--- src/logic/axr_defines.vh ---
// constants for the auxiliary external regulator control block
`ifndef AXR_DEFINES_VH
`define AXR_DEFINES_VH

// chip operating mode encoding
`define AXR_MODE_W        3
`define AXR_MODE_INIT     3'h0
`define AXR_MODE_NORMAL   3'h1
`define AXR_MODE_STOP     3'h2
`define AXR_MODE_SLEEP    3'h3
`define AXR_MODE_RESTART  3'h4
`define AXR_MODE_FAILSAFE 3'h5

// configuration lock states
`define AXR_CFG_W         2
`define AXR_CFG_NONE      2'h0
`define AXR_CFG_STANDALONE 2'h1
`define AXR_CFG_SHARE     2'h2

// output level code: 0 is 3.3 V, 1 is 1.8 V
`define AXR_LEVEL_3V3     1'h0
`define AXR_LEVEL_1V8     1'h1

// drive path states in low-power operation
`define AXR_PATH_LOW      1'h0
`define AXR_PATH_HIGH     1'h1

// filter length of analog comparator inputs, in cycles
`define AXR_FILT_LEN      2

`endif

--- src/logic/axr_sticky_flag.v ---
// sticky status flag: set wins over clear, clear only once cause is gone
`timescale 1ns/100ps
`default_nettype none
module axr_sticky_flag (
  input  wire clk,
  input  wire rst,
  input  wire ce,
  input  wire set_ev,
  input  wire cause,
  input  wire clr,
  input  wire block,
  output reg  flag_r
);
  reg flag_nxt;

  always @* begin
    flag_nxt = flag_r;
    if (clr && !cause) begin
      flag_nxt = 1'b0;
    end
    // set beats a clear arriving in the same cycle
    if (set_ev) begin
      flag_nxt = 1'b1;
    end
    if (block) begin
      flag_nxt = 1'b0;
    end
  end

  always @(posedge clk) begin
    if (rst) begin
      flag_r <= 1'b0;
    end else if (ce) begin
      flag_r <= flag_nxt;
    end
  end
endmodule
`default_nettype wire

--- src/logic/axr_filter.v ---
// short majority-free filter for an analog comparator level
`include "axr_defines.vh"
`timescale 1ns/100ps
`default_nettype none
module axr_filter #(
  parameter LEN = `AXR_FILT_LEN
) (
  input  wire clk,
  input  wire rst,
  input  wire ce,
  input  wire din,
  output reg  dout_r
);
  reg [LEN-1:0] hist_r;
  wire          all_one;
  wire          all_zero;

  assign all_one  = &hist_r;
  assign all_zero = ~|hist_r;

  // a level must hold LEN cycles before it is believed
  always @(posedge clk) begin
    if (rst) begin
      hist_r <= {LEN{1'b0}};
      dout_r <= 1'b0;
    end else if (ce) begin
      hist_r <= {hist_r[LEN-2:0], din};
      if (all_one) begin
        dout_r <= 1'b1;
      end else if (all_zero) begin
        dout_r <= 1'b0;
      end
    end
  end
endmodule
`default_nettype wire

--- src/logic/axr_ctrl.v ---
// configuration lock and enable control of the auxiliary external regulator
`include "axr_defines.vh"
`timescale 1ns/100ps
`default_nettype none

////////////////////////////////////////////////////////////////////////////////
// What this block does
// - stand-alone: select bit 0 gives 3.3 V, 1 gives 1.8 V
// - load sharing locked: voltage select bit is ignored
// - on bit in normal mode, share bit clear, locks stand-alone
// - first share bit set locks load sharing; on bit then unused
// - chosen configuration stays fixed through soft reset
// - stand-alone locked: share request silently rejected, no fail flag
// - sharing locked: any change request raises spi fail flag
// - stand-alone locked: on bit written in normal mode still turns regulator on and off
// - regulator state follows operating mode per configuration
// - stop mode drops sharing unless keep bit set; resumes in normal
// - battery undervoltage turns regulator off unless keep bit set
// - stand-alone overcurrent sets flag; clear only when cause gone
// - stand-alone undervoltage sets undervoltage flag
// - load sharing never signals undervoltage
// - load sharing never sets overcurrent flag
// - load sharing shuts down in fail-safe mode
// - stop mode: high-power path follows base current hysteresis
// - normal mode: only the high-power path may be active
module axr_ctrl #(
  parameter FILT_LEN = `AXR_FILT_LEN
) (
  input  wire                   clk,
  input  wire                   rst,
  input  wire                   soft_rst,
  input  wire                   ce,
  input  wire [`AXR_MODE_W-1:0] op_mode,
  input  wire                   cfg_wr,
  input  wire                   aux_standalone_on,
  input  wire                   aux_load_share_enable,
  input  wire                   aux_voltage_select,
  input  wire                   aux_share_keep_in_stop,
  input  wire                   aux_keep_on_supply_low,
  input  wire                   battery_low,
  input  wire                   shunt_over,
  input  wire                   aux_out_low,
  input  wire                   base_above_upper,
  input  wire                   base_below_lower,
  input  wire                   oc_clr,
  input  wire                   uv_clr,
  output reg  [`AXR_CFG_W-1:0]  cfg_state_r,
  output reg                    reg_enable_r,
  output reg                    level_1v8_r,
  output reg                    high_path_en_r,
  output reg                    low_path_en_r,
  output reg                    spi_fail_r,
  output wire                   aux_overcurrent_flag,
  output wire                   aux_undervoltage_flag
);

  // lock states and filtered comparator count
  localparam [`AXR_CFG_W-1:0] ST_NONE  = `AXR_CFG_NONE;
  localparam [`AXR_CFG_W-1:0] ST_ALONE = `AXR_CFG_STANDALONE;
  localparam [`AXR_CFG_W-1:0] ST_SHARE = `AXR_CFG_SHARE;
  localparam                  FILT_CH  = 3;

  ////////////////////////////////////////////////////////////////////////////
  // control bits held from software writes
  reg  on_r;
  reg  share_r;
  reg  sel_r;
  reg  keep_stop_r;
  reg  keep_uv_r;
  reg  path_r;
  reg  [`AXR_CFG_W-1:0] cfg_nxt;
  reg  en_nxt;
  reg  path_nxt;
  reg  fail_nxt;

  wire is_sa;
  wire is_ls;
  wire bat_low_f;
  wire oc_f;
  wire uv_f;
  wire m_norm;
  wire m_stop;
  wire m_sleep;
  wire m_rst;
  wire m_init;
  wire m_fs;
  wire [FILT_CH-1:0] raw_in;
  wire [FILT_CH-1:0] filt_out;

  assign is_sa   = (cfg_state_r == ST_ALONE);
  assign is_ls   = (cfg_state_r == ST_SHARE);
  assign m_norm  = (op_mode == `AXR_MODE_NORMAL);
  assign m_stop  = (op_mode == `AXR_MODE_STOP);
  assign m_sleep = (op_mode == `AXR_MODE_SLEEP);
  assign m_rst   = (op_mode == `AXR_MODE_RESTART);
  assign m_init  = (op_mode == `AXR_MODE_INIT);
  assign m_fs    = (op_mode == `AXR_MODE_FAILSAFE);

  ////////////////////////////////////////////////////////////////////////////
  // comparator inputs filtered against glitches
  assign raw_in = {aux_out_low, shunt_over, battery_low};

  genvar gi;
  generate
    for (gi = 0; gi < FILT_CH; gi = gi + 1) begin : g_filt
      axr_filter #(
        .LEN (FILT_LEN)
      ) u_filt (
        .clk    (clk),
        .rst    (rst),
        .ce     (ce),
        .din    (raw_in[gi]),
        .dout_r (filt_out[gi])
      );
    end
  endgenerate

  // costs a few cycles of latency, but one glitch cannot switch off
  assign bat_low_f = filt_out[0];
  assign oc_f      = filt_out[1];
  assign uv_f      = filt_out[2];

  ////////////////////////////////////////////////////////////////////////////
  // configuration lock; rst is power-on only, soft reset leaves it alone
  always @* begin
    cfg_nxt  = cfg_state_r;
    fail_nxt = 1'b0;
    if (cfg_wr) begin
      case (cfg_state_r)
        ST_NONE: begin
          if (aux_load_share_enable) begin
            cfg_nxt = ST_SHARE;
          end else if (aux_standalone_on && m_norm) begin
            cfg_nxt = ST_ALONE;
          end
        end
        ST_ALONE: begin
          // share request dropped quietly, no fail flag
          cfg_nxt = ST_ALONE;
        end
        ST_SHARE: begin
          if (!aux_load_share_enable || aux_standalone_on) begin
            fail_nxt = 1'b1;
          end
        end
        default: begin
          cfg_nxt = ST_NONE;
        end
      endcase
    end
  end

  always @(posedge clk) begin
    if (rst) begin
      cfg_state_r <= ST_NONE;
      spi_fail_r  <= 1'b0;
    end else if (ce) begin
      cfg_state_r <= cfg_nxt;
      spi_fail_r  <= fail_nxt;
    end
  end

  ////////////////////////////////////////////////////////////////////////////
  // software control bits; soft reset clears on and both keep bits, but not share, select or the lock
  always @(posedge clk) begin
    if (rst) begin
      on_r        <= 1'b0;
      share_r     <= 1'b0;
      sel_r       <= `AXR_LEVEL_3V3;
      keep_stop_r <= 1'b0;
      keep_uv_r   <= 1'b0;
    end else if (ce) begin
      if (soft_rst) begin
        on_r        <= 1'b0;
        keep_stop_r <= 1'b0;
        keep_uv_r   <= 1'b0;
      end else if (cfg_wr) begin
        // on bit only acts in normal mode, keeps value elsewhere
        if (m_norm && cfg_nxt != ST_SHARE) begin
          on_r <= aux_standalone_on;
        end
        // stays set through stop so sharing resumes in normal
        if (cfg_nxt == ST_SHARE) begin
          share_r <= 1'b1;
        end
        if (cfg_nxt != ST_SHARE) begin
          sel_r <= aux_voltage_select;
        end
        keep_stop_r <= aux_share_keep_in_stop;
        keep_uv_r   <= aux_keep_on_supply_low;
      end
    end
  end

  ////////////////////////////////////////////////////////////////////////////
  // enable by mode and configuration
  always @* begin
    en_nxt = 1'b0;
    if (is_sa) begin
      // undefined mode codes fall through to off
      if (m_init || m_fs) begin
        en_nxt = 1'b0;
      end else if (m_norm || m_stop || m_sleep || m_rst) begin
        en_nxt = on_r;
      end
    end else if (is_ls && share_r) begin
      if (m_norm || m_rst) begin
        en_nxt = 1'b1;
      end else if (m_stop) begin
        en_nxt = keep_stop_r;
      end else if (m_fs) begin
        en_nxt = 1'b0;
      end else if (m_sleep || m_init) begin
        en_nxt = 1'b0;
      end
    end
    // supply low switches off unless told to stay on
    if (bat_low_f && !keep_uv_r) begin
      en_nxt = 1'b0;
    end
  end

  ////////////////////////////////////////////////////////////////////////////
  // drive path choice: hysteresis in stop, high only in normal
  always @* begin
    path_nxt = path_r;
    if (m_stop) begin
      if (base_above_upper) begin
        path_nxt = `AXR_PATH_HIGH;
      end else if (base_below_lower) begin
        path_nxt = `AXR_PATH_LOW;
      end
    end else begin
      path_nxt = `AXR_PATH_HIGH;
    end
  end

  always @(posedge clk) begin
    if (rst) begin
      path_r         <= `AXR_PATH_HIGH;
      reg_enable_r   <= 1'b0;
      level_1v8_r    <= `AXR_LEVEL_3V3;
      high_path_en_r <= 1'b0;
      low_path_en_r  <= 1'b0;
    end else if (ce) begin
      path_r       <= path_nxt;
      reg_enable_r <= en_nxt;
      // sharing always runs at 3.3 V; select bit ignored
      level_1v8_r  <= is_sa ? sel_r : `AXR_LEVEL_3V3;
      high_path_en_r <= en_nxt && (path_nxt == `AXR_PATH_HIGH);
      // low path idles in normal so only high path runs there
      low_path_en_r  <= en_nxt && m_stop;
    end
  end

  ////////////////////////////////////////////////////////////////////////////
  // status flags; sharing holds both at zero
  axr_sticky_flag u_oc_flag (
    .clk    (clk),
    .rst    (rst),
    .ce     (ce),
    .set_ev (is_sa && reg_enable_r && oc_f),
    .cause  (oc_f),
    .clr    (oc_clr),
    .block  (is_ls),
    .flag_r (aux_overcurrent_flag)
  );

  axr_sticky_flag u_uv_flag (
    .clk    (clk),
    .rst    (rst),
    .ce     (ce),
    .set_ev (is_sa && reg_enable_r && uv_f),
    .cause  (1'b0),
    .clr    (uv_clr),
    .block  (is_ls),
    .flag_r (aux_undervoltage_flag)
  );

endmodule
`default_nettype wire

--- config.mk ---
export PLATFORM = sky130hd
export DESIGN_NAME = axr_ctrl
export DESIGN_NICKNAME = d
export VERILOG_FILES = /design/src/logic/axr_sticky_flag.v /design/src/logic/axr_filter.v /design/src/logic/axr_ctrl.v
export VERILOG_INCLUDE_DIRS = /design/src /design/src/logic
export SDC_FILE = /design/constraint.sdc
export NUM_CORES = 1
export LEC_CHECK = 0
export ABC_AREA = 1
export BUFFER_PORTS_ARGS = -buffer_cell sky130_fd_sc_hd__clkbuf_2
export CAP_MARGIN = 5
export CORE_ASPECT_RATIO = 1.4
export CORE_MARGIN = 1
export CORE_UTILIZATION = 40
export CTS_CLUSTER_DIAMETER = 200
export DETAILED_ROUTE_END_ITERATION = 8
export PLACE_DENSITY = 0.69
export SLEW_MARGIN = 30
export SYNTH_ARGS = -nofsm -noshare
export SYNTH_HDL_FRONTEND = slang
export SYNTH_SLANG_ARGS = --single-unit
--- constraint.sdc ---
create_clock -name clk -period 2.67 [get_ports clk]
set_input_delay 0.4005 -clock clk [delete_from_list [all_inputs] [get_ports clk]]
set_output_delay 0.4005 -clock clk [all_outputs]
set_load 0.02 [all_outputs]
==> results of run 1 <==
==> layer usage <==
| metal | track usage | vias up | routed length [µm] | part of all wire |
|---|---|---|---|---|
| met1 | 0.207 | 477 | 1070 | 0.44 |
| met2 | 0.307 | 16 | 1280 | 0.52 |
| met3 | 0.0223 | 4 | 63 | 0.026 |
| met4 | 0.0964 | 0 | 40 | 0.016 |
| met5 | 0 | - | 0 | 0 |
| li1 | - | 562 | - | - |
==> where the power goes <==
| part | switching (µW) | total, µW | internal [µW] |
|---|---|---|---|
| Sequential | 11.3 | 386 | 374 |
| Combinational | 62.2 | 99.6 | 37.4 |
| Clock | 107 | 259 | 152 |
| Total | 180 | 744 | 563 |
==> area by class of cell <==
cell class / count / area [µm²]
Timing Repair Buffer: 28 / 140
Clock inverter: 1 / 30.0
Multi-Input combinational cell: 110 / 562
Sequential cell: 24 / 480
Inverter: 16 / 60.1
Clock buffer: 3 / 22.5
Fill cell: 281 / 1300
Tap cell: 36 / 45.0
==> cells in the final DEF (no fill, tap or decap), drive strengths merged <==
cell / instances
o211ai: 1
o21ai: 22
nand2: 23
bufinv: 1
dfxtp: 24
nand3b: 2
inv: 16
nor3: 4
clkbuf: 31
ha: 3
nor2: 30
nand4: 4
nand3: 7
a21oi: 14
==> flip-flops by register name (all words and copies together) (netlist names) <==
signal,count
high_path_en_r,1
g_filt.u_filt.hist_r,6
keep_uv_r,1
keep_stop_r,1
low_path_en_r,1
g_filt.u_filt.dout_r,3
on_r,1
path_r,1
sel_r,1
reg_enable_r,1
u_uv_flag.flag_r,1
spi_fail_r,1
cfg_state_r,2
level_1v8_r,1
share_r,1
u_oc_flag.flag_r,1
==> stage by stage <==
step	area (µm²)	hold WS [ns]	total power, µW	cells
floorplan	1130	0.424	457	155
detailed placement	1290	0.438	493	214
finish	1340	0.304	744	218
global placement	1290	0.441	489	214
CTS	1340	0.294	753	218
global route	1340	0.313	781	218
==> logic make-up (layout without fill, tap and decap cells) <==
logic type      after synthesis  count (layout)
compound gates               37              37
fa+ha+maj                     3               3
buf+inv                      21              48
flops                        24              24
simple gates                 70              70
==> final timing paths <==
| path | from | end | slack, ns |
|---|---|---|---|
| worst max register to register | cfg_state_r[1] | low_path_en_r | 1.51 |
| worst min-delay path | shunt_over | g_filt[1].u_filt.hist_r[0] | 0.30 |
| worst max-delay path | cfg_state_r[1] | cfg_state_r[1] | 1.25 |
| worst min register to register | sel_r | sel_r | 0.46 |
==> flow_summary_export.csv, run 1 <==
group,metric,value,unit
outcome,status,"finished clean",
sta,tightest_slew,0.395,ns
final_layout,finish.utilization,0.507,
detailed_routing,wl_per_cell,11.2,µm
setup_path,cp_max_fo,8,
power_and_ir_drop,power.leakage,0.000621,µW
global_route,grt_pass1_vias,996,
yosys,synth_area,1130,µm²
detailed_routing,ant_nets,0,
place,hpwl,1900,µm
clock_tree,cts_resized,0,
sta,timing.final.max_slew_violations,0,
setup_path,path_buf_inv,1,
floorplanning,dieArea,3040,µm²
clock_tree,post_cts_buffers,0,
yosys,synth_ff_type,"dfxtp_1",
sta,fin_setup_tns,0,ns
place,portBuffers,28,
floorplanning,die_h,64.8,µm
floorplanning,core_area,2640,µm²
yosys,yosysSeqAreaShare,0.426,
clock_tree,cts_tree,"done",
setup_path,max_stage_delay,0.49,ns
yosys,synth_top_area_cell,"dfxtp_1",
setup_path,crit_family,"flip-flops",
yosys,synth_fp_nets,178,
global_route,overflow,0,
setup_path,critPathSlowestCell,"dfxtp_1",
detailed_routing,routed_wl,2450,µm
global_route,grt_use_total,0.180,
yosys,synth_warnings,0,
yosys,synth_edf_count,0,
detailed_routing,num_vias,1059,
yosys,synth_cell_types,24,
yosys,synthAdderAreaFrac,0.0333,
clock_tree,cts.clk_slew.worst_paths,0.13,ns
final_layout,syn_to_final_growth,18.9,%
yosys,yosysTopAreaCellShare,0.426,
floorplanning,io_pins,29,
clock_tree,htreeDepth,1,
sta,setup_ws,1.25,ns
sta,final-hold-violation-count,0,
sta,setup_viol,0,
clock_tree,cts.sinks,24,
floorplanning,die_w,46.9,µm
yosys,ys_ff_latch,24,
hold_path,holdCritPathClass,"in2reg",
clock_tree,ctsHoldBuffers,0,
yosys,synth_compound_gate_area_share,0.176,
setup_path,end_kind,"output pin",
clock_tree,cts-root-buf,"clkbuf_4",
yosys,yosys-top-cells-count,"nor2_1 (27), dfxtp_1 (24), nand2_1 (21)",
clock_tree,clock_path_buffers,2,
detailed_routing,first_pass_iters,4,
clock_tree,clkLatencyLatePin,0.31,ns
sta,slew_headroom,0.737,
power_and_ir_drop,ir_drop,0.417,mV
power_and_ir_drop,power.density,555,nW/µm²
yosys,avgSynthCellArea,7.27,µm²
sta,max_freq,703,MHz
floorplanning,core.rowCount,22,
setup_path,path_class,"reg2out",
detailed_routing,drtIter0Drc,12,
setup_path,reg2reg_depth,5,
detailed_routing,drc_errors,0,
place,post-place-ws,1.06,ns
yosys,synth_top_family_by_area,"simple AND/OR/NAND/NOR gates",
yosys,synthTopCellsByArea,"dfxtp_1 (43%), nor2_1 (9.0%), nand2_1 (7.0%), o21ai_0 (5.8%), a21oi_1 (5.3%)",
setup_path,worstPathArrival,1.02,ns
yosys,synth_simple_gate_area_share,0.289,
setup_path,startpoint_type,"flop",
global_route,grt_max_degree,22,
setup_path,cp.depth,1,
sta,finalCritPeriodShare,0.532,
setup_path,path_cells,"clkbuf_2",
yosys,synthCells,155,
final_layout,drive_above_1_share,0.247,
yosys,synthMuxAreaShare,0,
floorplanning,start_util,0.427,
sta,finClkSkew,0.00475,ns
job,drv_cap,0,
yosys,synthArstFlopShare,0,
final_layout,nets,206,
sta,final.min_clock_period,1.42,ns
setup_path,worstPathRequired,2.27,ns
final_layout,n_antenna_cell,0,
sta,grt_setup_unrepaired,"no",
yosys,yosysMostFrequentCell,"nor2_1",
hold_path,hold_depth,3,
global_route,grt_antenna_before_repair,0,
clock_tree,cts_buffers,3,
global_route,grt_pass1_wl,4090,µm
detailed_routing,vias_per_cell,4.86,
yosys,synth_xor_area_frac,0,
place,globalplace.congestion,0.813,
No activity file was read; power rests on OpenSTA's default activity.
==> run 2, diff against run 1 <==
==> constraint.sdc (replaced) <==
create_clock -name clk -period 1.35 [get_ports clk]
set_input_delay 0.2025 -clock clk [delete_from_list [all_inputs] [get_ports clk]]
set_output_delay 0.2025 -clock clk [all_outputs]
set_load 0.02 [all_outputs]
==> flow_summary_export.csv, run 2 (synthesis gave the netlist of run 1 again) <==
group,metric,value,unit
outcome,status,"finished clean",
setup_path,startpoint_type,"flop",
clock_tree,htreeDepth,1,
detailed_routing,num_vias,1088,
hold_path,hp-start,"shunt_over",
setup_path,reg2reg_slack,0.22,ns
hold_path,holdCritPathClass,"in2reg",
power_and_ir_drop,power.density,1080,nW/µm²
hold_path,hold_end,"g_filt[1].u_filt.hist_r[0]",
setup_path,worstPathRequired,1.15,ns
detailed_routing,vias_per_cell,4.92,
sta,timing.final.max_slew_violations,0,
setup_path,worstPathArrival,1.03,ns
place,globalplace.congestion,0.764,
place,post-place-ws,0.235,ns
clock_tree,cts.clk_slew.worst_paths,0.14,ns
sta,max_freq,810,MHz
final_layout,fill_cells,267,
global_route,grt_pass1_wl,4340,µm
sta,grt_setup_unrepaired,"no",
global_route,overflow,0,
clock_tree,cts_resized,0,
power_and_ir_drop,fin_total_pwr,1490,µW
final_layout,regMostFlops,"g_filt.u_filt.hist_r",
detailed_routing,drtIter0Drc,27,
hold_path,hold_depth,3,
sta,fin_setup_tns,0,ns
floorplanning,die_h,64.8,µm
final_layout,largest_reg_flops,6,
setup_path,path_class,"reg2out",
clock_tree,cts-root-buf,"clkbuf_4",
setup_path,end_kind,"output pin",
final_layout,seqCellArea,480,µm²
setup_path,reg2reg_depth,5,
clock_tree,clkLatencyLatePin,0.32,ns
detailed_routing,drc_errors,0,
sta,finalCritPeriodShare,0.915,
floorplanning,io_pins,29,
floorplanning,core.rowCount,22,
setup_path,path_cells,"clkbuf_2",
clock_tree,clock_path_buffers,2,
place,hpwl,1910,µm
detailed_routing,ant_nets,0,
setup_path,max_stage_delay,0.50,ns
sta,final-hold-violation-count,0,
final_layout,syn_to_final_growth,22.0,%
power_and_ir_drop,power.leakage,0.000640,µW
final_layout,n_antenna_cell,0,
clock_tree,ctsHoldBuffers,0,
global_route,grt_max_degree,15,
sta,finClkSkew,0.00841,ns
global_route,grt_use_total,0.194,
final_layout,layout_commonest_cell,"clkbuf_2",
setup_path,crit_family,"flip-flops",
detailed_routing,routed_wl,2430,µm
sta,tightest_slew,0.303,ns
final_layout,final_cell_mix,"clkbuf_2 (28), nor2_1 (27), dfxtp_1 (24)",
floorplanning,core_area,2640,µm²
sta,final.min_clock_period,1.24,ns
global_route,grt_pass1_vias,1007,
setup_path,critPathSlowestCell,"dfxtp_1",
job,drv_cap,0,
power_and_ir_drop,ir_drop,0.831,mV
final_layout,drive_above_1_share,0.259,
sta,slew_headroom,0.798,
final_layout,nets,209,
setup_path,path_buf_inv,1,
clock_tree,cts.sinks,24,
global_route,grt_antenna_before_repair,0,
clock_tree,cts_tree,"done",
setup_path,reg2reg_from,"cfg_state_r[1]",
detailed_routing,first_pass_iters,4,
detailed_routing,wl_per_cell,11.0,µm
setup_path,cp_max_fo,8,
sta,whs,0.0971,ns
sta,setup_ws,0.115,ns
clock_tree,cts_buffers,3,
floorplanning,start_util,0.427,
floorplanning,die_w,46.9,µm
place,portBuffers,28,
final_layout,reg_top3,"g_filt.u_filt.hist_r (6), g_filt.u_filt.dout_r (3), cfg_state_r (2)",
final_layout,multi_input_area,562,µm²
floorplanning,dieArea,3040,µm²
sta,setup_viol,0,
setup_path,rr_endpoint,"high_path_en_r",
clock_tree,post_cts_buffers,0,
run 2: cell types whose count changed in the layout (fill, tap and decap cells not counted), sizes merged:
cell	before	now
buf	0	3
run 2: stage by stage:
stage                     utilization  area (µm²)  cells
after floorplan                     -        1130    155
after global placement          0.500        1320    217
after detailed placement        0.500        1320    217
after CTS                       0.520        1380    221
after global routing            0.520        1380    221
final                           0.520        1380    221
run 2: worst max-delay path by stage:
stage / from / end / slack [ns] / cells after the start
after global placement: cfg_state_r[1] / on_r / 0.30 / 5
after detailed placement: cfg_state_r[1] / high_path_en_r / 0.24 / 5
after global routing: cfg_state_r[1] / cfg_state_r[1] / 0.03 / 1
final: cfg_state_r[1] / cfg_state_r[1] / 0.11 / 1
after floorplan: cfg_state_r[1] / on_r / 0.23 / 6
after CTS: cfg_state_r[1] / cfg_state_r[1] / 0.10 / 1
run 2: layout make-up:
type	count	share of cell area
Clock buffer	3	0.0164
Multi-Input combinational cell	110	0.409
Clock inverter	1	0.0218
Tap cell	36	0.0328
Sequential cell	24	0.349
Inverter	16	0.0437
Timing Repair Buffer	31	0.127
run 2: report_power, final:
group	leakage, µW	internal [µW]	switching (µW)
sequential	0.000196	741	21.1
combinational	0.000416	83.5	125
clock	0.0000279	300	220
run 2: metal layers:
layer,part of all wire,up-vias,routed length [µm],global-route usage
li1,-,569,-,-
met1,0.44,491,1070,0.248
met2,0.51,26,1250,0.311
met3,0.039,2,94,0.0362
met4,0.0094,0,23,0.0750
met5,0,-,0,0
==> run 3, diff against run 2 <==
--- a/config.mk
+++ b/config.mk
@@ -9,13 +9,16 @@
 export ABC_AREA = 1
 export BUFFER_PORTS_ARGS = -buffer_cell sky130_fd_sc_hd__clkbuf_2
 export CAP_MARGIN = 5
+export CELL_PAD_IN_SITES_DETAIL_PLACEMENT = 0
+export CELL_PAD_IN_SITES_GLOBAL_PLACEMENT = 2
 export CORE_ASPECT_RATIO = 1.4
 export CORE_MARGIN = 1
-export CORE_UTILIZATION = 40
+export CORE_UTILIZATION = 28
 export CTS_CLUSTER_DIAMETER = 200
 export DETAILED_ROUTE_END_ITERATION = 8
-export PLACE_DENSITY = 0.69
+export PLACE_DENSITY = 0.83
 export SLEW_MARGIN = 30
 export SYNTH_ARGS = -nofsm -noshare
 export SYNTH_HDL_FRONTEND = slang
+export SYNTH_HIERARCHICAL = 1
 export SYNTH_SLANG_ARGS = --single-unit
==> flow_summary_export.csv, run 3 <==
group,metric,value,unit
yosys,synth_fp_nets,206,
yosys,synth_warnings,6,
detailed_routing,num_vias,1179,
sta,fin_setup_tns,0,ns
yosys,synth_area,1260,µm²
setup_path,startpoint_type,"flop",
detailed_routing,first_pass_iters,4,
setup_path,path_buf_inv,1,
outcome,status,"finished clean",
final_layout,drive_above_1_share,0.264,
detailed_routing,wl_met3,129,µm
clock_tree,cts-root-buf,"clkbuf_8",
detailed_routing,m1WireLength,1180,µm
detailed_routing,wl_per_cell,9.69,µm
place,globalplace.congestion,0.736,
clock_tree,clock_path_buffers,2,
clock_tree,post_cts_buffers,0,
final_layout,largest_reg_flops,6,
final_layout,n_antenna_cell,0,
floorplanning,start_util,0.296,
sta,final.min_clock_period,1.21,ns
setup_path,crit_family,"simple AND/OR/NAND/NOR gates",
sta,whs,0.155,ns
clock_tree,cts_resized,0,
detailed_routing,met2_length,1340,µm
global_route,grt_max_degree,17,
yosys,yosysSeqAreaShare,0.380,
yosys,synth_edf_count,0,
detailed_routing,ant_nets,0,
setup_path,max_stage_delay,0.37,ns
job,drv_cap,0,
global_route,grt_use_total,0.120,
hold_path,holdCritPathClass,"in2reg",
place,hpwl,2200,µm
final_layout,final_cell_mix,"nand2_1 (36), inv_1 (33), clkbuf_2 (28)",
clock_tree,cts_tree,"done",
yosys,synth_ff_type,"dfxtp_1",
floorplanning,die_h,81.5,µm
setup_path,worstPathArrival,1.38,ns
clock_tree,cts.clk_slew.worst_paths,0.09,ns
setup_path,cp_max_fo,5,
final_layout,syn_to_final_growth,22.2,%
clock_tree,htreeDepth,1,
detailed_routing,drtIter0Drc,19,
clock_tree,clkLatencyLatePin,0.26,ns
yosys,synthCells,183,
yosys,ys_ff_latch,24,
yosys,yosys-top-cells-count,"nand2_1 (36), inv_1 (33), dfxtp_1 (24)",
power_and_ir_drop,power.leakage,0.000775,µW
sta,setup_viol,0,
global_route,grt_pass1_wl,4350,µm
clock_tree,cts_buffers,3,
final_layout,layout_commonest_cell,"nand2_1",
clock_tree,ctsHoldBuffers,0,
detailed_routing,routed_wl,2670,µm
detailed_routing,drc_errors,0,
yosys,synth_cell_types,25,
floorplanning,dieArea,4790,µm²
final_layout,regMostFlops,"g_filt.u_filt/hist_r",
yosys,yosysMostFrequentCell,"nand2_1",
sta,finalCritPeriodShare,0.896,
sta,timing.final.max_slew_violations,0,
global_route,grt_antenna_before_repair,0,
detailed_routing,top_layer,"met4",
setup_path,path_class,"reg2reg",
sta,max_freq,827,MHz
floorplanning,die_w,58.8,µm
setup_path,critPathSlowestCell,"dfxtp_1",
yosys,avgSynthCellArea,6.91,µm²
final_layout,nets,240,
setup_path,end_kind,"flop",
detailed_routing,vias_per_cell,4.27,
clock_tree,cts.sinks,24,
sta,grt_setup_unrepaired,"no",
final_layout,reg_top3,"g_filt.u_filt/hist_r (6), g_filt.u_filt/dout_r (3), cfg_state_r (2)",
yosys,synth_top_area_cell,"dfxtp_1",
floorplanning,core.rowCount,28,
sta,finClkSkew,0.00458,ns
power_and_ir_drop,ir_drop,0.479,mV
sta,final-hold-violation-count,0,
yosys,synthArstFlopShare,0,
place,portBuffers,28,
power_and_ir_drop,power.density,961,nW/µm²
power_and_ir_drop,fin_total_pwr,1480,µW
final_layout,fill_cells,521,
global_route,grt_pass1_vias,1021,
yosys,yosysTopAreaCellShare,0.380,
floorplanning,core_area,4270,µm²
global_route,overflow,0,
yosys,synthTopCellsByArea,"dfxtp_1 (38%), nand2_1 (11%), inv_1 (9.8%), a21oi_1 (6.7%), nor2_1 (5.3%)",
floorplanning,io_pins,29,
setup_path,worstPathRequired,1.52,ns
setup_path,path_cells,"inv_2, nor2_2, nor2_2, nand2_2, nand2_4, nand2_4, nand2_1, nand2_1, a21oi_2",
[run 3: changes by cell type in the layout (fill, tap and decap cells not counted), moves of 5 or more]
cell | before | now
nor2_1 | 27 | 18
a21oi_1 | 12 | 17
inv_1 | 13 | 33
nand2_1 | 21 | 36
o21ai_0 | 13 | 7
[run 3: path summary, 6_finish.rpt]
path / start / endpoint / slack [ns] / cells after the start
hold / removal: shunt_over / g_filt[1].u_filt/hist_r[0] / 0.16 / 3
setup / recovery: cfg_state_r[0] / sel_r / 0.14 / 9
hold reg to reg: keep_stop_r / keep_stop_r / 0.47 / 2
setup reg to reg: cfg_state_r[0] / sel_r / 0.14 / 9
[run 3: where the power goes]
group	leakage (µW)	switching (µW)	internal, µW	total (µW)
Combinational	0.000550	147	89.7	237
Clock	0.0000288	229	260	489
Sequential	0.000196	18.8	739	758
[run 3: cell families after synthesis]
kind of cell / count (synthesis) / synth area share
compound gates: 34 / 0.148
fa+ha+maj: 3 / 0.0297
buf+inv: 42 / 0.129
flops: 24 / 0.380
other cells: 1 / 0.00297
simple gates: 79 / 0.311
[run 3: layout make-up]
class	instances	area [µm²]	share of cell area
multi-input combinational	117	621	0.402
timing repair buffer	31	163	0.105
inverter	40	150	0.0972
sequential	24	480	0.311
clock buffer	4	55.1	0.0357
tap	60	75.1	0.0486
[run 3: tightest hold or removal path, delay by kind of cell]
kind	cells	cell delay [ns]
buffers and inverters	1	0.07
and+or+nand+nor	2	0.11
[run 3: through the flow]
stage	utilization	cell area (µm²)	setup WS [ns]	instances
after global routing	0.361	1540	0.0143	276
after CTS	0.361	1540	0.128	276
after floorplan	-	1260	0.126	183
after detailed placement	0.348	1490	0.150	272
after global placement	0.348	1490	0.154	272
final	0.361	1540	0.140	276
[run 3: per-layer routing]
metal / track usage / vias up
met5: 0 / -
met4: 0.0429 / 0
met3: 0.0299 / 2
met2: 0.214 / 18
met1: 0.136 / 523
li1: - / 636
